## config.mk

```make
export PLATFORM = sky130hd
export DESIGN_NAME = ircm_top
export DESIGN_NICKNAME = d
export VERILOG_FILES = /design/src/rtl/ircm_pkg.sv /design/src/rtl/ircm_pkt_if.sv /design/src/rtl/ircm_ctx_match.sv /design/src/rtl/ircm_top.sv
export SDC_FILE = /design/constraint.sdc
export NUM_CORES = 1
export LEC_CHECK = 0
export ABC_AREA = 1
export BUFFER_PORTS_ARGS = -buffer_cell sky130_fd_sc_hd__buf_2
export CAP_MARGIN = 40
export CORE_MARGIN = 5
export CORE_UTILIZATION = 25
export CTS_BUF_LIST = sky130_fd_sc_hd__clkbuf_2
export DETAILED_ROUTE_END_ITERATION = 16
export GPL_TIMING_DRIVEN = 0
export MAX_ROUTING_LAYER = met4
export PLACE_DENSITY = 0.4
export SYNTH_ARGS = -nofsm -noshare
export SYNTH_HDL_FRONTEND = slang
export SYNTH_SLANG_ARGS = --single-unit
export TNS_END_PERCENT = 100
```

## constraint.sdc

```tcl
create_clock -name hclk -period 1.45 [get_ports hclk]
set_input_delay 0.29 -clock hclk [delete_from_list [all_inputs] [get_ports hclk]]
set_output_delay 0.29 -clock hclk [all_outputs]
set_load 0.005 [all_outputs]
```

## src/rtl/ircm_pkg.sv

```systemverilog
// Package of constants for the iso receive context match filter
package ircm_pkg;
  localparam int          IRCM_NUM_CTX       = 4;
  localparam logic [11:0] IRCM_FILTER_BASE   = 12'h410;
  localparam logic [11:0] IRCM_CTX_STRIDE    = 12'h020;
  // Extra per-context control word; bit layout chosen for this block
  localparam logic [11:0] IRCM_CTRL_BASE     = 12'h414;
  localparam int          IRCM_CTRL_START_EN = 0;
  localparam int          IRCM_CTRL_WAIT_LO  = 1;
  localparam int          IRCM_CTRL_WAIT_HI  = 2;
  localparam int          IRCM_CTRL_RUNNING  = 3;
  localparam logic [1:0]  IRCM_WAIT_SYNC     = 2'h3;
  // Field positions of the filter register
  localparam int          IRCM_ACCEPT_TAG_VALUE_THREE_BIT      = 31;
  localparam int          IRCM_ACCEPT_TAG_VALUE_TWO_BIT      = 30;
  localparam int          IRCM_ACCEPT_TAG_VALUE_ONE_BIT      = 29;
  localparam int          IRCM_ACCEPT_TAG_VALUE_ZERO_BIT      = 28;
  localparam int          IRCM_CYC_HI        = 26;
  localparam int          IRCM_CYC_LO        = 12;
  localparam int          IRCM_SYNC_HI       = 11;
  localparam int          IRCM_SYNC_LO       = 8;
  localparam int          IRCM_PREFIX_BIT    = 6;
  localparam int          IRCM_CHAN_HI       = 5;
  localparam int          IRCM_CHAN_LO       = 0;
  // Writable bits; 27 and 7 read as zero
  localparam logic [31:0] IRCM_FILTER_MASK   = 32'hF7FFFF7F;
  localparam logic [31:0] IRCM_FILTER_RESET  = 32'h00000000;
  localparam logic [3:0]  IRCM_CTRL_MASK     = 4'h7;
  localparam logic [1:0]  IRCM_HTRANS_NONSEQ = 2'h2;
  localparam logic [2:0]  IRCM_HSIZE_WORD    = 3'h2;
endpackage

```

## src/rtl/ircm_pkt_if.sv

```systemverilog
// Interface carrying one received packet header to each context matcher
`timescale 1ns/10ps
interface ircm_pkt_if;
  logic        valid;
  logic [1:0]  tag;
  logic [5:0]  channel;
  logic [3:0]  sync;
  logic [14:0] cycle_now;
  modport src (output valid, output tag, output channel, output sync,
               output cycle_now);
  modport dst (input valid, input tag, input channel, input sync,
               input cycle_now);
endinterface

```

## src/rtl/ircm_ctx_match.sv

```systemverilog
// Single context packet matcher with start-on-cycle arming
`timescale 1ns/10ps
module ircm_ctx_match
  import ircm_pkg::*;
(
  // Clock and reset
  input  wire logic        hclk,
  input  wire logic        hresetn,
  // Packet header
  ircm_pkt_if.dst          pkt,
  // Configuration
  input  wire logic [31:0] filter,
  input  wire logic [2:0]  ctrl,
  // Status
  output logic             running,
  output logic             hit
);
  typedef struct packed {
    logic running;
    logic start_en;
  } ircm_ctx_s;

  ircm_ctx_s st_q;
  ircm_ctx_s st_d;
  logic      tag_ok;
  logic      sync_ok;
  logic      cyc_hit;

  // Tag, sync and cycle timer qualification of the current header
  always_comb begin
    unique case (pkt.tag)
      2'h3: tag_ok = filter[IRCM_ACCEPT_TAG_VALUE_THREE_BIT];
      2'h2: tag_ok = filter[IRCM_ACCEPT_TAG_VALUE_TWO_BIT];
      2'h1: tag_ok = filter[IRCM_ACCEPT_TAG_VALUE_ONE_BIT] &&
                     (!filter[IRCM_PREFIX_BIT] ||
                      pkt.sync[3:2] == 2'h0);
      2'h0: tag_ok = filter[IRCM_ACCEPT_TAG_VALUE_ZERO_BIT];
    endcase
    sync_ok = (ctrl[IRCM_CTRL_WAIT_HI:IRCM_CTRL_WAIT_LO] != IRCM_WAIT_SYNC) ||
              (pkt.sync == filter[IRCM_SYNC_HI:IRCM_SYNC_LO]);
    cyc_hit = pkt.cycle_now == filter[IRCM_CYC_HI:IRCM_CYC_LO];
  end

  // Context arms on the chosen cycle when start-on-cycle is set
  always_comb begin
    st_d          = st_q;
    st_d.start_en = ctrl[IRCM_CTRL_START_EN];
    if (!ctrl[IRCM_CTRL_START_EN]) begin
      st_d.running = 1'b1;
    end else if (!st_q.start_en) begin
      // Newly armed: hold off unless the timer already matches
      st_d.running = cyc_hit;
    end else if (cyc_hit) begin
      st_d.running = 1'b1;
    end
  end

  always_ff @(posedge hclk or negedge hresetn) begin
    if (!hresetn) begin
      st_q <= '0;
    end else begin
      st_q <= st_d;
    end
  end

  assign running = st_q.running;
  // Route only when every condition holds
  assign hit = pkt.valid && st_q.running && tag_ok && sync_ok &&
               pkt.channel == filter[IRCM_CHAN_HI:IRCM_CHAN_LO];
endmodule

```

## src/rtl/ircm_top.sv

```systemverilog
// Iso receive context match filter with AHB-Lite register slave
//
// Contract
// Four context filter registers, 32-byte stride
// Tag-three enable accepts tag 11
// Tag-two enable accepts tag 10
// Tag-one enable accepts tag 01, prefix-filtered
// Tag-zero enable accepts tag 00
// Bit 27 reads zero
// Bits 26..12 hold writable start cycle
// Start-on-cycle waits for cycle timer match
// Sync field compared when wait equals 11
// Bit 7 reads zero
// Prefix filter needs sync top bits zero
// Prefix filter ignores non tag-one packets
// Without prefix filter, tag enables alone
// Bits 5..0 channel; only that channel accepted
// Route needs channel, tag, sync, cycle
//
// Added by the designer: the AHB-Lite slave port.
`timescale 1ns/10ps
module ircm_top
  import ircm_pkg::*;
#(
  parameter int NUM_CTX = IRCM_NUM_CTX
)(
  // Clock and reset
  input  wire logic              hclk,
  input  wire logic              hresetn,
  // AHB-Lite slave
  input  wire logic              hsel,
  input  wire logic [11:0]       haddr,
  input  wire logic [1:0]        htrans,
  input  wire logic              hwrite,
  input  wire logic [2:0]        hsize,
  input  wire logic [31:0]       hwdata,
  input  wire logic              hready,
  output logic                   hreadyout,
  output logic                   hresp,
  output logic [31:0]            hrdata,
  // Received header and cycle timer
  input  wire logic              pkt_valid,
  input  wire logic [1:0]        pkt_tag,
  input  wire logic [5:0]        pkt_channel,
  input  wire logic [3:0]        pkt_sync,
  input  wire logic [1:0]        bus_seconds_count,
  input  wire logic [12:0]       bus_cycle_number,
  // Routing result
  output logic [NUM_CTX-1:0]     ctx_hit
);
  initial begin
    if (NUM_CTX < 1 || NUM_CTX > IRCM_NUM_CTX) begin
      $error("NUM_CTX out of range");
    end
  end

  typedef struct packed {
    logic [NUM_CTX-1:0][31:0] filter;
    logic [NUM_CTX-1:0][2:0]  ctrl;
    logic                     wr_pend;
    logic                     sel_filt;
    logic [1:0]               ctx_idx;
    logic                     hit_map;
    logic [31:0]              rdata;
    logic [NUM_CTX-1:0]       hit;
  } ircm_top_s;

  ircm_top_s          st_q;
  ircm_top_s          st_d;
  logic [NUM_CTX-1:0] hit_w;
  logic [NUM_CTX-1:0] run_w;
  logic               acc;
  logic [11:0]        off;
  logic [1:0]         idx;
  logic               is_filt;
  logic               is_ctrl;
  logic               mapped;

  ircm_pkt_if pkt_bus ();
  assign pkt_bus.valid     = pkt_valid;
  assign pkt_bus.tag       = pkt_tag;
  assign pkt_bus.channel   = pkt_channel;
  assign pkt_bus.sync      = pkt_sync;
  assign pkt_bus.cycle_now = {bus_seconds_count, bus_cycle_number};

  // One matcher per context
  genvar g;
  generate
    for (g = 0; g < NUM_CTX; g++) begin : g_ctx
      ircm_ctx_match u_match (
        .hclk    (hclk),
        .hresetn (hresetn),
        .pkt     (pkt_bus),
        .filter  (st_q.filter[g]),
        .ctrl    (st_q.ctrl[g]),
        .running (run_w[g]),
        .hit     (hit_w[g])
      );
    end
  endgenerate

  // Address decode of the address phase
  always_comb begin
    acc     = hsel && hready && htrans == IRCM_HTRANS_NONSEQ;
    off     = haddr - IRCM_FILTER_BASE;
    idx     = off[6:5];
    is_filt = haddr >= IRCM_FILTER_BASE && off[4:0] == 5'h00 &&
              off < 12'(NUM_CTX * 32);
    is_ctrl = haddr >= IRCM_FILTER_BASE && off[4:0] == 5'h04 &&
              off < 12'(NUM_CTX * 32);
    mapped  = is_filt || is_ctrl;
  end

  // Register file, read mux and hit registering
  always_comb begin
    st_d     = st_q;
    st_d.hit = hit_w;
    if (st_q.wr_pend && st_q.hit_map) begin
      if (st_q.sel_filt) begin
        st_d.filter[st_q.ctx_idx] = hwdata & IRCM_FILTER_MASK;
      end else begin
        st_d.ctrl[st_q.ctx_idx] = hwdata[2:0] & IRCM_CTRL_MASK[2:0];
      end
    end
    st_d.wr_pend = 1'b0;
    if (acc) begin
      st_d.wr_pend  = hwrite;
      st_d.sel_filt = is_filt;
      st_d.ctx_idx  = idx;
      st_d.hit_map  = mapped && hsize == IRCM_HSIZE_WORD;
      st_d.rdata    = 32'h00000000;
      if (!hwrite && mapped) begin
        if (is_filt) begin
          st_d.rdata = st_q.filter[idx] & IRCM_FILTER_MASK;
        end else begin
          st_d.rdata = {28'h0000000, run_w[idx], st_q.ctrl[idx]};
        end
      end
    end
  end

  always_ff @(posedge hclk or negedge hresetn) begin
    if (!hresetn) begin
      st_q <= '0;
    end else begin
      st_q <= st_d;
    end
  end

  // Zero wait state, always OKAY
  assign hreadyout = 1'b1;
  assign hresp     = 1'b0;
  assign hrdata    = st_q.rdata;
  assign ctx_hit   = st_q.hit;
endmodule

```

[Yosys cells after proc, flatten, opt, wreduce, memory -nomap -nowiden]
Index checks and enable logic that the tools add are counted.
Storage, ports and cells
  register bits after elaboration: 189
  input bits: 82
  output and inout port bits: 38
  logic and storage cells: 135
Operators by class
  add/sub/neg operators: 1
  $lt $le $gt $ge: 5
  eq/ne operators: 26
  muxes and demuxes: 31
  bitwise logic cells: 1
  reductions and logical operators: 49
Operator list (number)
  bitwise mux 128 bit: 1
  2-to-1 mux 32 bit: 4
  binary-select mux 32 bit (select 2 bit): 1
  demux 32 bit (select 2 bit): 1
  equality test 15 bit: 4
  2-to-1 mux 37 bit: 1
  logical AND 1 bit: 30
  equality test 6 bit: 4
  equality test 4 bit: 4
  one-hot mux 1 bit (4 select lines): 4
  2-to-1 mux 1 bit: 13
  bitwise mux 12 bit: 1
  greater-or-equal comparator 12 x 11 -> 1 bit, second input constant: 1
  less-than comparator 12 x 8 -> 1 bit, second input constant: 1
  != test 3 bit, second input constant: 4
  subtractor 12 x 11 -> 12 bit, second input constant: 1
  logical OR 1 bit: 9
  != test 2 bit, second input constant: 4
  binary-select mux 3 bit (select 2 bit): 1
  demux 3 bit (select 2 bit): 1
  equality test 2 bit, second input constant: 3
  less-than comparator 2 x 3 -> 1 bit, second input constant: 2
  2-to-1 mux 3 bit: 2
  equality test 5 x 3 -> 1 bit, second input constant: 1
  other kinds (9): 15

[Longest topological paths before layout]
Gate-level depths: netlist of the first run.
  word-level depth: 8
  mapped depth: 13
  depth with buffers taken out: 12

[Hierarchy]
A second synthesis of the first run with hierarchy kept.
Second synthesis, totals
  cell total of the unflattened synthesis: 1540
  area total of the unflattened synthesis: 10423.7 um^2
By module, submodules not included
  ircm_top: instances 1, cells each 972, area each 7966.4 um^2, seq. area each 4279.1 um^2
  ircm_ctx_match: instances 4, cells each 142, area each 614.3 um^2, seq. area each 50.0 um^2

[Worst setup path after synthesis of the first run]
Ideal clock, no wire load.
  path kind: input to register
  start: input port haddr[4]
  end: register st_q, in the netlist hrdata[10]
  arrival: 1.654 ns
  data required time: 1.384 ns
  setup slack: -0.269 ns
  stages: 10
  path buffers: 3
  path through: inv_1 -> ha_1 -> clkbuf_1 -> inv_1 -> buf_2 -> clkbuf_1 -> o21ai_0 -> o22ai_1 -> nand2_2 -> nand2_1
Between the ends
  cells in the longest elaborated chain, start to end: 7
  elaborated cells on any way between the ends: 15
Ends and longest elaborated chain
  from (decl): line ircm_top.sv:32  | input wire logic [11:0] haddr,
  parallel branches: the longest is 6 deep, another holds subtractor 12 x 11 -> 12 bit
  2-to-1 mux 32 bit *: line ircm_top.sv:132  | if (!hwrite && mapped) begin
  to (signal assigned): line ircm_top.sv:146  | st_q <= st_d;
  to (decl): line ircm_top.sv:68  | ircm_top_s st_q;
Mark *: on every way between the ends. The select of a mux whose other input is x is not followed.
A chain may end at the register's enable or synchronous reset.

[Worst setup path in the final report of the first run]
  start: register st_q, in the netlist hrdata[17]
  end: output port hrdata[17]
RTL lines
  to (decl): line ircm_top.sv:40  | output logic [31:0] hrdata,
No word-level cell between the ends.

==> out/results.tsv, run 1 <==
stage	metric	value	unit
timing	unrepaired setup endpoints after global routing	true	
pwr	total power	9.13	mW
synth	Yosys warnings	0	
routing	via count	8482	
setup_path	critical path peak fanout	2	
setup_path	worst setup path start	hrdata[17]$_DFFE_PN0P_	
hold_path	Min-Delay Path Class	in2reg	
timing	Final Hold Vio Count	0	
synth	distinct cell type count after synthesis	37	
clock_tree	clk buf depth	2	
timing	FMAX	593	MHz
global_route	grt peak-use layer	met2	
setup_path	Buf/Inv on CP	1	
clock_tree	clock-pin slew on the worst setup and hold paths	0.29	ns
job	Max Cap Violations	0	
setup_path	critical setup path kind	reg2out	
clock_tree	clk root buf	clkbuf_2	
floorplanning	row count	71	
timing	final worst slack	-0.237	ns
floorplanning	die area	41800	um^2
finish	NumNets Final	1429	
setup_path	Crit path largest cell delay	0.47	ns
routing	final WL	35100	um
timing	Max Slew Vio Count	0	
finish	commonest non-fill, non-tap cell in the layout	nand2_1	
timing	min cycle time layout	1.69	ns
synth	ranking of synthesized cells by area	dfrtp_1 47%, o21ai_0 11%, nand2_1 10%	
outcome	violations in the final reports	setup timing	
routing	iteration count of the initial detailed-routing pass	5	
routing	initial drt markers	736	
synth	count of state elements after synthesis	179	
clock_tree	worst skew pair latency	0.79	ns
floorplanning	io pins	120	
synth	Syn Std Cell Area	9460	um^2
global_route	first-pass GRT wire length	53800	um
timing	Clock Skew	0.0472	ns
pwr	P per Cell Area	747	nW/um^2
setup_path	Slowest-stage cell, CP	dfrtp_1	
global_route	total grt overflow	0	
global_route	met3 Use GR	2.70	%
synth	main flop type after synthesis	dfrtp_1	
synth	post-synthesis instance total	1166	
clock_tree	CTS tree	done	
synth	syn_area_per_cell	8.11	um^2
finish	final non-filler cell total	1874	
placed_design	placed cells	1783	
timing	slew margin rel.	47.0	%
routing	DRC viols	0	
global_route	largest net degree at the start of global routing	99	
floorplanning	Initial Util	25.2	%
timing	pin slew with the least headroom to its limit	0.794	ns
clock_tree	Clock Sink Count	179	
global_route	vias in the first global route	8598	
finish	most frequent cells in the layout	251 x nand2_1, 201 x o21ai_0, 178 x dfrtp_1, 95 x nor2_1, 74 x buf_2	
synth	Synth area leader	dfrtp_1	
setup_path	CP Launch Type	flip-flop	
hold_path	hold wc startpoint	haddr[3]	
floorplanning	die height	204	um
setup_path	Worst R2R Start	st_q[125]$_DFFE_PN0P_	
timing	WHS	0.0820	ns
floorplanning	core box area	37500	um^2
placed_design	DP HPWL	25900	um
placed_design	# port buffers	102	
synth	post-synthesis async set-or-reset flop share	100	%
finish	share of layout cells above drive strength 1	22.0	%
setup_path	worst path cell trace	buf_2	
setup_path	Worst Setup End Kind	output port	
setup_path	Largest delay share family, worst path	flip-flops	
setup_path	worst endpoint data arrival time	1.40	ns
finish	Syn-to-layout area delta	29.2	%
timing	# setup viols final	35	
routing	vias per inst	4.53	
timing	period utilization	116	%
placed_design	RePlAce Congestion	0.890	
synth	area share of the largest cell type after synthesis	47.4	%
setup_path	CP Data Required Time	1.16	ns
global_route	met2 Use GR	26.5	%
routing	antenna-violating nets left	0	
global_route	gr usage total	17.3	%
routing	wire per inst	18.7	um
synth	sequential area share after synthesis	47.4	%
clock_tree	H-Tree Level Count	4	
pwr	worst vdd ir	0.353	mV
pwr	leakage	5.89	nW
global_route	initial antenna violation count	5	
clock_tree	CTS Buf Count	17	
floorplanning	Die X	204	um
global_route	met1 usage	24.4	%
outcome	status	complete, but fails checks	
synth	Post-synth EDFFs	0	
## metal layers
| layer | vias to the layer above | part of all wire (%) | wire, um |
|---|---|---|---|
| met5 | - | 0 | 0 |
| met4 | 0 | 1.3 | 465 |
| met3 | 29 | 3.9 | 1360 |
| met2 | 183 | 45 | 15800 |
| met1 | 4132 | 50 | 17500 |
| li1 | 4138 | - | - |
## area by class of cell
class | instances | area [um^2]
Clock inverter | 15 | 156
Multi-Input combinational cell | 817 | 4490
Timing Repair Buffer | 192 | 1560
Buffer | 67 | 500
Clock buffer | 17 | 85.1
Sequential cell | 179 | 4480
Antenna cell | 5 | 12.5
Tap cell | 511 | 639
Fill cell | 4085 | 25300
Inverter | 71 | 292
## logic make-up (layout without fill, tap and decap cells)
group | Yosys count | count (layout) | synth area share, %
xor gates and xnor gates | 83 | 83 | 7.69
AOI/OAI and AO/OA | 268 | 268 | 15.0
other | 2 | 9 | 0.0794
buffers and inverters | 172 | 362 | 8.69
adders and majority gates | 2 | 2 | 0.265
and+or+nand+nor | 460 | 460 | 20.9
DFF | 179 | 179 | 47.4
## where the power goes
part           switching [mW]  total, mW  internal [mW]
Combinational           0.909       1.37          0.458
Clock                    1.92       2.73          0.814
Sequential             0.0114       5.03           5.02
## metrics by stage
step           setup WS [ns]  utilization, %  setup TNS (ns)  cell area, um^2
6_report              -0.237            32.6           -6.81            12200
5_1_grt               -0.371            32.6          -11.15            12200
4_1_cts               -0.363            32.0          -11.94            12000
3_5_place_dp           -1.14            28.9          -75.00            10800
3_3_place_gp           -3.17            28.7         -635.43            10800
2_1_floorplan         -0.105               -           -1.82             9630
## path summary, 6_finish.rpt
path,endpoint,slack (ns),cells after the start
max,hrdata[17],-0.24,1
min,hrdata[1]$_DFFE_PN0P_,0.08,7
max reg2reg,ctx_hit[2]$_DFF_PN0_,0.01,4
min reg2reg,g_ctx[2].u_match.st_q[0]$_DFF_PN0_,0.45,0
max in group asynchronous,st_q[70]$_DFFE_PN0P_,0.45,3
min in group asynchronous,hrdata[5]$_DFFE_PN0P_,0.10,2
## what timing repair did
| action | in CTS | in global routing |
|---|---|---|
| endpoints found under the hold margin | 272 | 0 |
| gates resized for setup | 109 | 54 |
| pin swaps | 5 | 9 |
| hold buffers | 56 | 0 |
| endpoints found under the setup margin | 173 | 190 |
| gates cloned | 0 | 0 |
| setup buffers | 21 | 11 |
## cell usage after synthesis (7+ instances only)
library cell	instances
xor2_1	33
buf_4	38
a21oi_1	10
xnor2_1	50
clkbuf_1	56
inv_1	66
dfrtp_1	179
o211ai_1	7
nand2_1	264
o22ai_1	28
nor2_1	100
nand4_1	15
nand2_2	25
o21ai_0	214
nor4_1	13
nand3_1	26
## registers in the layout, indices dropped and copies added, names as in the netlist
register	flops
g_ctx.u_match.st_q	4
st_q	137
g_ctx.u_match.running	4
hrdata	30
ctx_hit	4
## worst min-delay path: stages
cell and delay [ns]:
buf_2 0.08, nand3b_1 0.10, nor2_1 0.05, nand3_1 0.10
nor2_1 0.09, nand3_1 0.07, nand2_1 0.04
Power figures use the tool's default switching activity.
==> inputs of run 2 (changes only) <==
- GPL_TIMING_DRIVEN: 0 -> not set
==> out/results.tsv, run 2 (synthesis gave the netlist of run 1 again) <==
stage	metric	value	unit
placed_design	DP HPWL	24200	um
clock_tree	H-Tree Level Count	4	
timing	slew margin rel.	65.5	%
finish	commonest non-fill, non-tap cell in the layout	nand2_1	
timing	Max Slew Vio Count	0	
timing	Final Hold Vio Count	0	
finish	most frequent cells in the layout	246 x nand2_1, 211 x o21ai_0, 179 x dfrtp_1, 121 x buf_4, 110 x buf_2	
clock_tree	CTS Buf Count	17	
clock_tree	clk buf depth	2	
hold_path	Min-Delay Path Class	in2reg	
clock_tree	clock-pin slew on the worst setup and hold paths	0.28	ns
setup_path	CP Launch Type	flip-flop	
routing	antenna-violating nets left	0	
routing	vias per inst	4.38	
floorplanning	die area	41800	um^2
timing	period utilization	117	%
setup_path	Buf/Inv on CP	1	
finish	Syn-to-layout area delta	32.7	%
floorplanning	core box area	37500	um^2
timing	WHS	0.0652	ns
timing	Clock Skew	0.0481	ns
placed_design	placed cells	1814	
job	Max Cap Violations	0	
placed_design	dpl ws	-0.522	ns
outcome	violations in the final reports	setup timing	
setup_path	critical setup path kind	reg2out	
floorplanning	Initial Util	25.2	%
finish	final non-filler cell total	1924	
setup_path	worst path cell trace	buf_2	
setup_path	CP Data Required Time	1.16	ns
clock_tree	Clock Sink Count	179	
floorplanning	Die X	204	um
routing	wire per inst	17.1	um
timing	unrepaired setup endpoints after global routing	true	
placed_design	DP Area	11400	um^2
setup_path	critical path peak fanout	2	
setup_path	Crit path largest cell delay	0.47	ns
timing	# setup viols final	35	
pwr	total power	9.22	mW
clock_tree	clk root buf	clkbuf_2	
finish	layout filler cell count	4050	
setup_path	Worst Setup End Kind	output port	
finish	share of layout cells above drive strength 1	26.3	%
routing	iteration count of the initial detailed-routing pass	5	
finish	Final Util	33.5	%
outcome	status	complete, but fails checks	
global_route	vias in the first global route	8268	
finish	Final Cell Area	12500	um^2
floorplanning	die height	204	um
setup_path	Largest delay share family, worst path	flip-flops	
setup_path	Slowest-stage cell, CP	dfrtp_1	
pwr	P per Cell Area	735	nW/um^2
finish	NumNets Final	1480	
pwr	leakage	6.15	nW
finish	Sequential cell area	4480	um^2
timing	final worst slack	-0.244	ns
placed_design	RePlAce Congestion	0.839	
floorplanning	row count	71	
routing	DRC viols	0	
global_route	gr usage total	16.1	%
timing	min cycle time layout	1.69	ns
global_route	largest net degree at the start of global routing	61	
clock_tree	CTS tree	done	
finish	Biggest register	st_q	
global_route	initial antenna violation count	5	
global_route	first-pass GRT wire length	50200	um
pwr	worst vdd ir	0.312	mV
placed_design	# port buffers	113	
routing	via count	8426	
floorplanning	io pins	120	
routing	final WL	32900	um
setup_path	Worst R2R Setup Slack	0	ns
timing	FMAX	590	MHz
clock_tree	worst skew pair latency	0.81	ns
finish	max FFs per register	137	
routing	initial drt markers	617	
global_route	total grt overflow	0	
finish	area of the multi-input gates	4440	um^2
timing	post-route setup TNS	-7.11	ns
setup_path	worst endpoint data arrival time	1.40	ns
timing	pin slew with the least headroom to its limit	0.518	ns
==> run 2: timing repair <==
action / 4_1_cts / 5_1_grt
gates resized for setup: 15 / 21
hold buffers: 57 / 0
setup buffers: 11 / 7
pin swaps: 7 / 8
setup endpoints to repair: 85 / 90
hold endpoints to repair: 353 / 0
gates cloned: 0 / 0
==> run 2: path summary, 6_finish.rpt <==
| check | from | to | cells past startpoint |
|---|---|---|---|
| min in group asynchronous | hresetn | st_q[101]$_DFFE_PN0P_ | 4 |
| worst min-delay path | bus_cycle_number[1] | g_ctx[2].u_match.running$_DFFE_PN0P_ | 6 |
| worst max register to register | st_q[90]$_DFFE_PN0P_ | ctx_hit[1]$_DFF_PN0_ | 5 |
| worst max-delay path | hrdata[15]$_DFFE_PN0P_ | hrdata[15] | 1 |
| max in group asynchronous | hresetn | st_q[103]$_DFFE_PN0P_ | 4 |
| worst min register to register | st_q[47]$_DFFE_PN0P_ | g_ctx[2].u_match.st_q[0]$_DFF_PN0_ | 0 |
==> run 2: per-layer routing <==
metal	GRT usage [%]	up-vias	part of all wire, %
met5	-	-	0
met4	3.13	0	1.1
met3	2.48	20	3.8
met2	24.0	178	44
met1	23.4	3984	51
li1	-	4244	-
==> run 2: where the power goes <==
group / leakage [nW] / total [mW] / internal (mW) / switching [mW]
Combinational: 4.22 / 1.50 / 0.625 / 0.878
Clock: 0.147 / 2.68 / 0.686 / 2.00
Sequential: 1.79 / 5.04 / 5.02 / 0.0138
==> run 2: cell type report <==
cell class,instances,share of cell area (%)
well taps,511,5.10
flip-flops and latches,179,35.7
clock inverters,15,1.20
clock buffers,17,0.678
repair buffers,310,19.6
inverters,71,2.32
multi-input cells,817,35.4
diodes,4,0.0798
==> run 2: worst min-delay path: cells and delay by family <==
| kind | cells | cell delay, ns |
|---|---|---|
| AND/OR/NAND/NOR | 4 | 0.32 |
| buffers and inverters | 1 | 0.15 |
| XOR/XNOR | 1 | 0.08 |
==> inputs of run 3 (changes only) <==
- CORE_MARGIN: 5 -> 8
- PLACE_DENSITY: 0.4 -> 0.5
==> out/results.tsv, run 3 (synthesis gave the netlist of run 1 again) <==
stage	metric	value	unit
outcome	status	complete, but fails checks	
outcome	violations in the final reports	setup timing	
setup_path	Worst Setup End Kind	output port	
routing	DRC viols	0	
timing	pin slew with the least headroom to its limit	0.536	ns
setup_path	Buf/Inv on CP	1	
finish	share of layout cells above drive strength 1	24.6	%
timing	min cycle time layout	1.79	ns
timing	final worst slack	-0.336	ns
timing	slew margin rel.	64.3	%
timing	Max Slew Vio Count	0	
pwr	internal power component	6.57	mW
pwr	P_sw	2.74	mW
clock_tree	CTS tree	done	
finish	commonest non-fill, non-tap cell in the layout	nand2_1	
routing	wire per inst	16.5	um
routing	antenna-violating nets left	0	
clock_tree	clk buf depth	2	
global_route	initial antenna violation count	5	
clock_tree	clk root buf	clkbuf_2	
setup_path	Slowest-stage cell, CP	dfrtp_1	
timing	# setup viols final	34	
setup_path	Largest delay share family, worst path	flip-flops	
finish	most frequent cells in the layout	250 x nand2_1, 206 x o21ai_0, 179 x dfrtp_1, 107 x buf_2, 105 x buf_4	
routing	final WL	31400	um
pwr	total power	9.30	mW
clock_tree	worst skew pair latency	0.81	ns
finish	Biggest register	st_q	
floorplanning	Die X	210	um
timing	unrepaired setup endpoints after global routing	true	
timing	Clock Skew	0.0332	ns
setup_path	CP Launch Type	flip-flop	
pwr	worst vdd ir	0.329	mV
job	Max Cap Violations	0	
routing	vias per inst	4.41	
timing	post-route setup TNS	-7.55	ns
placed_design	DP HPWL	23100	um
routing	initial drt markers	542	
timing	Final Hold Vio Count	0	
global_route	vias in the first global route	8436	
global_route	first-pass GRT wire length	48900	um
floorplanning	core box area	37500	um^2
floorplanning	io pins	120	
global_route	total grt overflow	0	
setup_path	Worst R2R Start	st_q[64]$_DFFE_PN0P_	
routing	via count	8420	
finish	Syn-to-layout area delta	31.1	%
finish	max FFs per register	137	
finish	final non-filler cell total	1908	
clock_tree	CTS Buf Count	17	
floorplanning	row count	71	
finish	layout filler cell count	4006	
global_route	largest net degree at the start of global routing	61	
clock_tree	clock-pin slew on the worst setup and hold paths	0.27	ns
pwr	leakage	6.07	nW
setup_path	critical path peak fanout	2	
floorplanning	Initial Util	25.2	%
floorplanning	die area	44300	um^2
clock_tree	Clock Sink Count	179	
hold_path	hold wc startpoint	haddr[0]	
setup_path	worst setup path start	hrdata[25]$_DFFE_PN0P_	
timing	FMAX	560	MHz
setup_path	worst endpoint data arrival time	1.50	ns
pwr	proportion of power drawn by the clock network	31.0	%
pwr	Flop pwr share	54.1	%
placed_design	placed cells	1796	
global_route	gr usage total	14.4	%
pwr	Net Sw Frac	29.4	%
timing	period utilization	123	%
setup_path	CP Data Required Time	1.16	ns
floorplanning	die height	210	um
pwr	combinational share of power	14.9	%
hold_path	Min-Delay Path Class	in2reg	
clock_tree	H-Tree Level Count	4	
placed_design	# port buffers	113	
routing	iteration count of the initial detailed-routing pass	5	
setup_path	Crit path largest cell delay	0.52	ns
placed_design	RePlAce Congestion	0.827	
setup_path	worst path cell trace	buf_2	
setup_path	critical setup path kind	reg2out	
pwr	P per Cell Area	751	nW/um^2
finish	NumNets Final	1463	
timing	WHS	0.00683	ns
## run 3: cell count changes in the layout (fill, tap and decap cells not counted), moves of 3 or more
| cell | change |
|---|---|
| nand2_2 | -4 |
| nand2_1 | +4 |
| buf_4 | -16 |
| buf_2 | -3 |
| o21ai_1 | +5 |
| nor2_4 | -3 |
| inv_6 | -3 |
| buf_12 | -4 |
| o21ai_0 | -5 |
## run 3: timing repair
| item | in CTS | in global routing |
|---|---|---|
| cloned | 0 | 2 |
| pin swaps | 8 | 11 |
| setup buffers | 13 | 3 |
| resized for setup | 14 | 20 |
| endpoints found under the hold margin | 353 | 0 |
| hold buffers | 59 | 0 |
| endpoints found under the setup margin | 40 | 47 |
## run 3: final timing paths
| check | end | slack [ns] | depth (start not counted) |
|---|---|---|---|
| worst max-delay path | hrdata[25] | -0.34 | 1 |
| worst min-delay path | st_q[36]$_DFFE_PN0P_ | 0.007 | 7 |
| worst max register to register | ctx_hit[0]$_DFF_PN0_ | 0.05 | 5 |
| worst min register to register | g_ctx[2].u_match.st_q[0]$_DFF_PN0_ | 0.45 | 0 |
| max in group asynchronous | ctx_hit[2]$_DFF_PN0_ | 0.33 | 4 |
| min in group asynchronous | st_q[65]$_DFFE_PN0P_ | 0.46 | 3 |
## run 3: final cells by class
type                       count  area, um^2  area share [%]
inverter                      71         292            2.35
clock inverter                15         180            1.45
timing repair buffer         293        2330            18.8
sequential                   179        4480            36.1
tap                          511         639            5.16
multi-input combinational    817        4380            35.3
antenna                        5        12.5           0.101
clock buffer                  17        85.1           0.686
## run 3: power by group through the flow
stage / Clock (mW) / Combinational [mW] / Sequential, mW
floorplan: 0 / 0.599 / 5.11
global placement: 0 / 1.26 / 5.12
detailed placement: 0 / 1.26 / 5.11
CTS: 3.00 / 1.38 / 5.04
global route: 3.14 / 1.52 / 5.04
finish: 2.88 / 1.39 / 5.04
## run 3: through the flow
stage / instance area, um^2 / utilization [%] / setup WS, ns
floorplan: 9630 / - / -0.105
global placement: 11300 / 30.0 / -0.542
detailed placement: 11300 / 30.0 / -0.559
CTS: 12300 / 32.7 / -0.389
global route: 12400 / 33.1 / -0.394
finish: 12400 / 33.1 / -0.336
## run 3: routing by layer
metal | wire (um) | global-route usage (%)
met5 | 0 | -
met4 | 679 | 4.39
met2 | 14100 | 22.0
met1 | 15300 | 19.6
met3 | 1350 | 2.30
